$ cat src/pio_pkg.sv
package pio_pkg;
	// ----------------------------------------
	// widths and port selection codes
	// ----------------------------------------
	localparam int PIO_WIDTH = 8;
	localparam int PIO_SEL_W = 2;
	localparam logic [1:0] PIO_SEL_ZERO = 2'h0;
	localparam logic [1:0] PIO_SEL_ONE = 2'h1;
	localparam logic [1:0] PIO_SEL_TWO = 2'h2;

	// ----------------------------------------
	// latch values after reset
	// ----------------------------------------
	localparam logic [7:0] PIO_P0_RESET = 8'hFF;
	localparam logic [7:0] PIO_P1_RESET = 8'hFF;
	localparam logic [7:0] PIO_P2_RESET = 8'hFF;
	localparam logic [7:0] PIO_ALL_ONES = 8'hFF;

	// ----------------------------------------
	// port one alternate pin positions
	// ----------------------------------------
	localparam int PIO_P1_T2_BIT = 0;
	localparam int PIO_P1_TIMER2_CAPTURE_TRIGGER_BIT = 1;
	localparam int PIO_P1_SS_BIT = 5;

	// ----------------------------------------
	// read-modify-write operations
	// ----------------------------------------
	localparam int PIO_OP_W = 3;
	localparam logic [2:0] PIO_OP_AND = 3'h0;
	localparam logic [2:0] PIO_OP_OR = 3'h1;
	localparam logic [2:0] PIO_OP_XOR = 3'h2;
	localparam logic [2:0] PIO_OP_INC = 3'h3;
	localparam logic [2:0] PIO_OP_DEC = 3'h4;
	localparam logic [2:0] PIO_OP_SETB = 3'h5;
	localparam logic [2:0] PIO_OP_CLRB = 3'h6;
	localparam logic [2:0] PIO_OP_CPL = 3'h7;

	// ----------------------------------------
	// pin input synchroniser depth
	// ----------------------------------------
	localparam int PIO_SYNC_STAGES = 2;
endpackage

$ cat src/pio_ports.sv
// Contract
// - port zero is eight open-drain bidirectional pins driven from its latch
// - port zero carries muxed low address and data during external accesses
// - each latch bit is a flip-flop loaded by the write strobe
// - read-latch returns the flip-flop, read-pin returns the pin level
// - any external access sets every port zero latch bit to one
// - external access drives port zero push-pull from the address/data bus
// - port zero latch one floats the pin, no high driver outside access
// - port zero latch zero drives the pin low
// - port one has no digital output, only digital or analogue input
// - port one latch resets to ones (analogue); zero selects digital input
// - port one pins 0, 1, 5 feed timer two and slave select
// - port two is bidirectional with pull-ups, driven from its latch
// - port two drives the upper address byte during external accesses
// - external access drives port two push-pull, latch left unchanged
// - port two latch one pulls the pin high and allows input
// - an enabled peripheral takes its pin away from port use
// - port two latch zero drives the pin low
// - read-modify-write reads the latch, modifies, writes back
`timescale 1ns/1ps
module pio_ports
	import pio_pkg::*;
#(
	parameter int WIDTH = pio_pkg::PIO_WIDTH
) (
	input wire logic sys_clk,
	input wire logic nrst,
	// core side
	input wire logic wr_strobe,
	input wire logic [pio_pkg::PIO_SEL_W-1:0] wr_sel,
	input wire logic [WIDTH-1:0] wr_data,
	input wire logic rd_latch,
	input wire logic rd_pin,
	input wire logic [pio_pkg::PIO_SEL_W-1:0] rd_sel,
	output logic [WIDTH-1:0] rd_data,
	output logic rd_valid,
	input wire logic rmw_req,
	input wire logic [pio_pkg::PIO_SEL_W-1:0] rmw_sel,
	input wire logic [pio_pkg::PIO_OP_W-1:0] rmw_op,
	input wire logic [WIDTH-1:0] rmw_operand,
	input wire logic [2:0] rmw_bit,
	// external memory access
	input wire logic ext_access,
	input wire logic [WIDTH-1:0] ext_adl_out,
	input wire logic ext_adl_oe,
	input wire logic [WIDTH-1:0] ext_addr_hi,
	output logic [WIDTH-1:0] ext_adl_in,
	// port zero pins
	input wire logic [WIDTH-1:0] p0_in,
	output logic [WIDTH-1:0] p0_out,
	output logic [WIDTH-1:0] p0_oe,
	// port one pins
	input wire logic [WIDTH-1:0] p1_in,
	output logic [WIDTH-1:0] analog_input_en,
	output logic timer2_count_input,
	output logic timer2_capture_trigger,
	output logic spi_slave_select_n,
	input wire logic spi_enable,
	// port two pins
	input wire logic [WIDTH-1:0] p2_in,
	output logic [WIDTH-1:0] p2_out,
	output logic [WIDTH-1:0] p2_oe,
	output logic [WIDTH-1:0] p2_pullup_en,
	input wire logic [WIDTH-1:0] p2_periph_en,
	input wire logic [WIDTH-1:0] p2_periph_out
);
	import pio_pkg::*;

	// ----------------------------------------
	// functions
	// ----------------------------------------
	function automatic logic [WIDTH-1:0] rmw_apply(
		input logic [2:0] op,
		input logic [WIDTH-1:0] val,
		input logic [WIDTH-1:0] arg,
		input logic [2:0] pos
	);
		logic [WIDTH-1:0] mask;
		mask = {{(WIDTH-1){1'b0}}, 1'b1} << pos;
		case (op)
			PIO_OP_AND: rmw_apply = val & arg;
			PIO_OP_OR: rmw_apply = val | arg;
			PIO_OP_XOR: rmw_apply = val ^ arg;
			PIO_OP_INC: rmw_apply = WIDTH'(val + 1'b1);
			PIO_OP_DEC: rmw_apply = WIDTH'(val - 1'b1);
			PIO_OP_SETB: rmw_apply = val | mask;
			PIO_OP_CLRB: rmw_apply = val & ~mask;
			PIO_OP_CPL: rmw_apply = val ^ mask;
			default: rmw_apply = val;
		endcase
	endfunction

	function automatic logic port_hit(
		input logic [1:0] sel,
		input logic [1:0] code
	);
		port_hit = (sel == code);
	endfunction

	// ----------------------------------------
	// pin synchronisers
	// ----------------------------------------
	logic [3*WIDTH-1:0] pins_s;
	logic [WIDTH-1:0] p0_s;
	logic [WIDTH-1:0] p1_s;
	logic [WIDTH-1:0] p2_s;

	pio_sync #(
		.WIDTH(3 * WIDTH)
	) u_sync (
		.sys_clk(sys_clk),
		.nrst(nrst),
		.async_in({p2_in, p1_in, p0_in}),
		.sync_out(pins_s)
	);

	assign p0_s = pins_s[WIDTH-1:0];
	assign p1_s = pins_s[2*WIDTH-1:WIDTH];
	assign p2_s = pins_s[3*WIDTH-1:2*WIDTH];

	// ----------------------------------------
	// latches
	// ----------------------------------------
	logic [WIDTH-1:0] latch_q [3];
	logic [WIDTH-1:0] latch_d [3];
	logic [WIDTH-1:0] rmw_src;
	logic [WIDTH-1:0] rmw_res;

	// modify always starts from the latch, never the pin
	assign rmw_src = port_hit(rmw_sel, PIO_SEL_TWO) ? latch_q[2] :
		port_hit(rmw_sel, PIO_SEL_ONE) ? latch_q[1] : latch_q[0];
	assign rmw_res = rmw_apply(rmw_op, rmw_src, rmw_operand, rmw_bit);

	localparam logic [WIDTH-1:0] RST_VAL [3] = '{PIO_P0_RESET, PIO_P1_RESET, PIO_P2_RESET};

	genvar gp;
	generate
		for (gp = 0; gp < 3; gp++) begin : g_latch
			logic wr_hit;
			logic rmw_hit;
			logic ext_set;
			assign wr_hit = wr_strobe && port_hit(wr_sel, 2'(gp));
			assign rmw_hit = rmw_req && port_hit(rmw_sel, 2'(gp));
			// only port zero is overwritten by an external access
			assign ext_set = ext_access && (gp == 0);
			// external access beats a core write so the bus stays usable
			assign latch_d[gp] = ext_set ? PIO_ALL_ONES :
				wr_hit ? wr_data :
				rmw_hit ? rmw_res : latch_q[gp];

			always_ff @(posedge sys_clk or negedge nrst) begin
				if (!nrst) begin
					latch_q[gp] <= RST_VAL[gp];
				end else begin
					latch_q[gp] <= latch_d[gp];
				end
			end
		end
	endgenerate

	// ----------------------------------------
	// core read path
	// ----------------------------------------
	logic [WIDTH-1:0] p1_dig;
	logic [WIDTH-1:0] lat_sel;
	logic [WIDTH-1:0] pin_sel;
	logic [WIDTH-1:0] rd_data_d;
	logic [WIDTH-1:0] rd_data_q;
	logic rd_valid_q;

	// analogue pins have their digital buffer off and read as zero
	assign p1_dig = p1_s & ~latch_q[1];
	assign lat_sel = port_hit(rd_sel, PIO_SEL_TWO) ? latch_q[2] :
		port_hit(rd_sel, PIO_SEL_ONE) ? latch_q[1] : latch_q[0];
	assign pin_sel = port_hit(rd_sel, PIO_SEL_TWO) ? p2_s :
		port_hit(rd_sel, PIO_SEL_ONE) ? p1_dig : p0_s;
	// read-latch wins when both strobes come together
	assign rd_data_d = rd_latch ? lat_sel : pin_sel;

	always_ff @(posedge sys_clk or negedge nrst) begin
		if (!nrst) begin
			rd_data_q <= '0;
			rd_valid_q <= 1'b0;
		end else begin
			rd_valid_q <= rd_latch || rd_pin;
			if (rd_latch || rd_pin) begin
				rd_data_q <= rd_data_d;
			end
		end
	end

	assign rd_data = rd_data_q;
	assign rd_valid = rd_valid_q;

	// ----------------------------------------
	// port zero drivers
	// ----------------------------------------
	// open drain: the high driver exists only during access
	assign p0_out = ext_access ? ext_adl_out : '0;
	assign p0_oe = ext_access ? {WIDTH{ext_adl_oe}} : ~latch_q[0];
	assign ext_adl_in = p0_s;

	// ----------------------------------------
	// port one inputs
	// ----------------------------------------
	// no output driver exists on port one at all
	assign analog_input_en = latch_q[1];
	assign timer2_count_input = p1_s[PIO_P1_T2_BIT];
	assign timer2_capture_trigger = p1_s[PIO_P1_TIMER2_CAPTURE_TRIGGER_BIT];
	// slave select idles high while the spi is off
	assign spi_slave_select_n = spi_enable ? p1_s[PIO_P1_SS_BIT] : 1'b1;

	// ----------------------------------------
	// port two drivers
	// ----------------------------------------
	logic [WIDTH-1:0] p2_gp_out;
	logic [WIDTH-1:0] p2_gp_oe;

	assign p2_gp_out = ext_access ? ext_addr_hi : '0;
	assign p2_gp_oe = ext_access ? PIO_ALL_ONES : ~latch_q[2];
	// peripheral output overrides the port bit
	assign p2_out = (p2_periph_en & p2_periph_out) | (~p2_periph_en & p2_gp_out);
	assign p2_oe = p2_periph_en | p2_gp_oe;
	assign p2_pullup_en = ext_access ? '0 : (latch_q[2] & ~p2_periph_en);

	// ----------------------------------------
	// assertions
	// ----------------------------------------
	property p_ext_ones;
		@(posedge sys_clk) disable iff (!nrst)
		ext_access |=> latch_q[0] == PIO_ALL_ONES;
	endproperty
	a_ext_ones: assert property (p_ext_ones) else $error("port zero latch not all ones after access");

	property p_wr_latch;
		@(posedge sys_clk) disable iff (!nrst)
		(wr_strobe && wr_sel == PIO_SEL_TWO) |=> latch_q[2] == $past(wr_data);
	endproperty
	a_wr_latch: assert property (p_wr_latch) else $error("port two latch missed write");

	property p_rd_latch;
		@(posedge sys_clk) disable iff (!nrst)
		(rd_latch && rd_sel == PIO_SEL_ZERO) |=> rd_valid && rd_data == $past(latch_q[0]);
	endproperty
	a_rd_latch: assert property (p_rd_latch) else $error("read latch returned wrong value");

	property p_rd_pin;
		@(posedge sys_clk) disable iff (!nrst)
		(rd_pin && !rd_latch && rd_sel == PIO_SEL_TWO) ##1 1'b1 |-> rd_data == $past(p2_in, 3);
	endproperty
	a_rd_pin: assert property (p_rd_pin) else $error("read pin did not return pin level");

	property p_p0_gp;
		@(posedge sys_clk) disable iff (!nrst)
		!ext_access |-> p0_out == '0 && p0_oe == ~latch_q[0];
	endproperty
	a_p0_gp: assert property (p_p0_gp) else $error("port zero not open drain");

	property p_p0_ext;
		@(posedge sys_clk) disable iff (!nrst)
		ext_access |-> p0_out == ext_adl_out && p0_oe == {WIDTH{ext_adl_oe}};
	endproperty
	a_p0_ext: assert property (p_p0_ext) else $error("port zero not push-pull during access");

	property p_p2_ext;
		@(posedge sys_clk) disable iff (!nrst)
		(ext_access && p2_periph_en == '0) |-> p2_oe == PIO_ALL_ONES && p2_out == ext_addr_hi;
	endproperty
	a_p2_ext: assert property (p_p2_ext) else $error("port two missing address byte");

	property p_p2_keep;
		@(posedge sys_clk) disable iff (!nrst)
		(ext_access && !wr_strobe && !rmw_req) |=> $stable(latch_q[2]);
	endproperty
	a_p2_keep: assert property (p_p2_keep) else $error("port two latch changed by access");

	property p_p2_gp;
		@(posedge sys_clk) disable iff (!nrst)
		(!ext_access && p2_periph_en == '0) |-> p2_pullup_en == latch_q[2] && p2_oe == ~latch_q[2];
	endproperty
	a_p2_gp: assert property (p_p2_gp) else $error("port two pull-up or low drive wrong");

	property p_rmw_inc;
		@(posedge sys_clk) disable iff (!nrst)
		(rmw_req && !wr_strobe && !ext_access && rmw_sel == PIO_SEL_TWO && rmw_op == PIO_OP_INC)
			|=> latch_q[2] == WIDTH'($past(latch_q[2]) + 1'b1);
	endproperty
	a_rmw_inc: assert property (p_rmw_inc) else $error("increment did not use latch");

	property p_periph;
		@(posedge sys_clk) disable iff (!nrst)
		(p2_periph_en != '0) |-> (p2_oe & p2_periph_en) == p2_periph_en &&
			((p2_out ^ p2_periph_out) & p2_periph_en) == '0;
	endproperty
	a_periph: assert property (p_periph) else $error("peripheral did not own pin");

	property p_t2;
		@(posedge sys_clk) disable iff (!nrst)
		$rose(p1_in[0]) ##2 1'b1 |-> timer2_count_input;
	endproperty
	a_t2: assert property (p_t2) else $error("timer two input not passed through");
endmodule // pio_ports

$ cat src/pio_sync.sv
`timescale 1ns/1ps
module pio_sync #(
	parameter int WIDTH = 8
) (
	input wire logic sys_clk,
	input wire logic nrst,
	input wire logic [WIDTH-1:0] async_in,
	output logic [WIDTH-1:0] sync_out
);
	// ----------------------------------------
	// two-stage synchroniser
	// ----------------------------------------
	// first stage feeds only the second
	logic [WIDTH-1:0] meta_q;
	logic [WIDTH-1:0] sync_q;

	always_ff @(posedge sys_clk or negedge nrst) begin
		if (!nrst) begin
			meta_q <= '0;
			sync_q <= '0;
		end else begin
			meta_q <= async_in;
			sync_q <= meta_q;
		end
	end

	assign sync_out = sync_q;
endmodule // pio_sync

$ cat config.mk
export PLATFORM = sky130hd
export DESIGN_NAME = pio_ports
export DESIGN_NICKNAME = d
export VERILOG_FILES = /design/src/pio_pkg.sv /design/src/pio_ports.sv /design/src/pio_sync.sv
export SDC_FILE = /design/constraint.sdc
export NUM_CORES = 1
export LEC_CHECK = 0
export ABC_AREA = 1
export BUFFER_PORTS_ARGS = -buffer_cell sky130_fd_sc_hd__buf_2
export CORE_MARGIN = 8
export CORE_UTILIZATION = 35
export CTS_CLUSTER_SIZE = 28
export DETAILED_ROUTE_END_ITERATION = 8
export HOLD_SLACK_MARGIN = 0.08
export PLACE_DENSITY = 0.64
export SYNTH_ARGS = -nofsm -noshare
export SYNTH_HDL_FRONTEND = slang
export SYNTH_HIERARCHICAL = 1
export SYNTH_SLANG_ARGS = --single-unit
$ cat constraint.sdc
create_clock -name sys_clk -period 3.36 [get_ports sys_clk]
set_input_delay 0.336 -clock sys_clk [delete_from_list [all_inputs] [get_ports sys_clk]]
set_output_delay 0.336 -clock sys_clk [all_outputs]
set_load 0.01 [all_outputs]
==> impl_metrics.json <==
{
  "status": "finished clean",
  "sequential_cell_area_um2": 2060,
  "clk_pin_slew_worst_paths_ps": 60,
  "critPathCaptureType": "flip-flop",
  "routedWlPerCell_um": 16.0,
  "powerDensity_nw_per_um2": 498,
  "leakagePower_nw": 3.03,
  "final-hold-violation-count": 0,
  "critPathMaxFanout": 4,
  "slew-limit-headroom_pct": 35.2,
  "final_nets": 881,
  "cts_sinks": 81,
  "synthCells": 623,
  "setup_repair_after_global_routing_missed_its_margin": "no",
  "rr_worst_depth": 14,
  "cts-buffers-inserted": 9,
  "postSynth.topFlopCell": "sky130_fd_sc_hd__dfrtp_1",
  "total_wirelength_of_the_detailed_routed_design_mm": 15.4,
  "cp.required_ps": 3620,
  "placementRows": 42,
  "synthesis.area_um2": 4670,
  "vdd.ir_drop.worst_uv": 408,
  "post_route_cells_drive_above_1_share_pct": 29.0,
  "critical_path.startpoint": "analog_input_en[0]$_DFFE_PN1P_",
  "via_density": 4.97,
  "antenna_violation_net_count_after_detailed_routing": 0,
  "grt.overflow.total": 0,
  "final_cell_count_no_fill": 962,
  "fmax_mhz": 403,
  "final_max_slew_viol_count": 0,
  "grt_max_degree": 82,
  "cts_root_buffer": "sky130_fd_sc_hd__clkbuf_16",
  "cells_along_the_critical_path": "nand3_1 -> nand2_1 -> inv_1 -> nand2_1 -> inv_1 -> fa_1 -> inv_1 -> nand2_1 -> a21oi_1 -> nor3_1 -> nand3b_1 -> o21ai_1 -> nor2_1 -> o21bai_1",
  "syn2layout_area_growth_pct": 26.8,
  "dp.final_hpwl_mm": 12.2,
  "drt_pre_antenna_iters": 5,
  "clock_insertion_delay_worst_skew_ps": 340,
  "yosys_warnings": 6,
  "start_util_pct": 35.6,
  "worst_path_arrival_time_ps": 2750,
  "worst_path_slowest_cell": "sky130_fd_sc_hd__dfstp_2",
  "drc": 0,
  "timing.clock.skew_ps": 4.96,
  "syn_area_per_cell_um2": 7.50,
  "cts_tree": "yes",
  "final_worst_path_period_share_pct": 73.9,
  "n_fill_cell": 1309,
  "grt_first_pass_wirelength_mm": 24.8,
  "antenna_found_initial": 0,
  "global_route.usage.total_pct": 17.7,
  "slowest_delay_ps": 550,
  "flip_flop_and_latch_count_after_synthesis": 81,
  "clockBufferDepth": 2,
  "post_cts_resized": 0,
  "max_cap_viols": 0,
  "floorplan.io_pins": 161,
  "hold_crit_start": "p2_in[4]",
  "design.core.area_um2": 13100,
  "tightest_slew_ps": 972,
  "hold_path_depth": 1,
  "synth_fp_nets": 723,
  "design.die.area_um2": 17300,
  "cts_post_setup_buffers_inserted": 0,
  "gpl.final_weighted_congestion": 0.908,
  "placed_cells": 946,
  "dieHeight_um": 132,
  "ys_types": 40,
  "final_area_um2": 5920,
  "timing.setup.tns_ps": 0,
  "number_of_levels_the_h_tree_was_split_into": 3,
  "hold_removal_path_class": "in -> reg",
  "number_of_antenna_cells_inserted": 0,
  "setup_viol": 0,
  "post-route-min-period_ps": 2480,
  "yosysSeqAreaShare_pct": 44.0,
  "kind_of_start_point_of_the_critical_path": "flip-flop",
  "edff_count_synth": 0,
  "placed_area_um2": 5620,
  "io_buffer_count": 160,
  "async_flop_share_pct": 100,
  "rr_startpoint": "analog_input_en[0]$_DFFE_PN1P_",
  "die-width_um": 132,
  "holdBufCountCts": 0,
  "drt_iter0_drc": 459,
  "critPathKind": "reg -> reg",
  "multiInputGateArea_um2": 2130,
  "num_vias": 4777,
  "first_global_vias": 4688
}
[final timing paths]
check,slack (ps),end
max,880,latch_q[4]$_DFFE_PN1P_
min,100,u_sync/meta_q[20]$_DFF_PN0_
max reg2reg,880,latch_q[4]$_DFFE_PN1P_
min reg2reg,350,u_sync/sync_out[15]$_DFF_PN0_
max in group asynchronous,2590,u_sync/meta_q[11]$_DFF_PN0_
min in group asynchronous,160,u_sync/sync_out[13]$_DFF_PN0_
[power by group]
part | total [mW] | leakage (nW) | internal (mW) | switching [mW]
clock network | 0.985 | 0.147 | 0.583 | 0.402
logic | 0.777 | 1.97 | 0.274 | 0.504
registers | 1.19 | 0.914 | 1.12 | 0.0671
[cell families after synthesis]
family	after synthesis	share of synthesized area, %
AND/OR/NAND/NOR	285	26.9
buffers and inverters	117	10.4
AO/OA/AOI/OAI	133	16.6
adder cells (fa/ha/maj)	7	2.04
flip-flops	81	44.0
[metal layers]
metal  vias up  global-route usage (%)  share of wire, %
met2       214                    29.7                49
met4         0                    5.62               2.2
met1      2182                    21.1                40
li1       2355                       -                 -
met5         -                       0                 0
met3        26                    5.45               8.5
[area by class of cell]
cell class                      count  share of cell area [%]
Clock buffer                        9                    3.80
Clock inverter                      7                    1.31
Inverter                           99                    6.30
Multi-Input combinational cell    425                    35.9
Sequential cell                    81                    34.7
Tap cell                          176                    3.72
Timing Repair Buffer              165                    14.2
[cells in the final DEF (no fill, tap or decap), types with 5 or more instances in the layout]
cell / Yosys / final
sky130_fd_sc_hd__dfstp_2: 24 / 24
sky130_fd_sc_hd__nor3_1: 11 / 11
sky130_fd_sc_hd__o22ai_1: 9 / 9
sky130_fd_sc_hd__ha_1: 6 / 6
sky130_fd_sc_hd__o211ai_1: 6 / 6
sky130_fd_sc_hd__buf_4: 8 / 6
sky130_fd_sc_hd__dfrtp_1: 57 / 57
sky130_fd_sc_hd__a21oi_1: 34 / 34
sky130_fd_sc_hd__nand4_1: 7 / 7
sky130_fd_sc_hd__nand3_1: 53 / 53
sky130_fd_sc_hd__clkbuf_16: 0 / 9
sky130_fd_sc_hd__o21bai_1: 5 / 5
sky130_fd_sc_hd__o21ai_0: 52 / 52
sky130_fd_sc_hd__nor2_1: 32 / 32
sky130_fd_sc_hd__nand2_1: 165 / 165
sky130_fd_sc_hd__inv_1: 95 / 95
sky130_fd_sc_hd__buf_2: 0 / 159
[cell usage after synthesis (5+ instances only)]
cell / instances / area [um2]
sky130_fd_sc_hd__nand4_1: 7 / 43.8
sky130_fd_sc_hd__dfrtp_1: 57 / 1430
sky130_fd_sc_hd__buf_4: 8 / 60.1
sky130_fd_sc_hd__o21bai_1: 5 / 37.5
sky130_fd_sc_hd__inv_1: 95 / 357
sky130_fd_sc_hd__nor2_1: 32 / 120
sky130_fd_sc_hd__nor3_1: 11 / 55.1
sky130_fd_sc_hd__a21oi_1: 34 / 170
sky130_fd_sc_hd__clkbuf_1: 8 / 30.0
sky130_fd_sc_hd__o211ai_1: 6 / 45.0
sky130_fd_sc_hd__o22ai_1: 9 / 56.3
sky130_fd_sc_hd__ha_1: 6 / 75.1
sky130_fd_sc_hd__nand3_1: 53 / 265
sky130_fd_sc_hd__dfstp_2: 24 / 631
sky130_fd_sc_hd__nand2_1: 165 / 619
sky130_fd_sc_hd__o21ai_0: 52 / 260
[per-stage QoR]
stage	total power [mW]	setup slack (ps)	util, %	hold WS (ps)
after floorplan	1.67	1020	-	40.4
after global placement	1.97	647	42.8	331
after detailed placement	1.98	611	42.8	335
after CTS	2.97	892	45.1	89.7
after global routing	3.13	649	45.1	82.7
final	2.95	876	45.1	101
[registers in the layout, summed over array words and instances, names as in the netlist]
name	count
analog_input_en	8
latch_q	16
u_sync/meta_q	24
u_sync/sync_out	24
rd_data	8
rd_valid	1
[worst max-delay path: cells and delay by family, from the launching register on]
kind	cells	cell delay, ps
flip-flops	1	550
buffers and inverters	3	270
AND/OR/NAND/NOR	7	670
AO/OA/AOI/OAI	3	460
adder cells (fa/ha/maj)	1	430
Power figures use the tool's default switching activity.
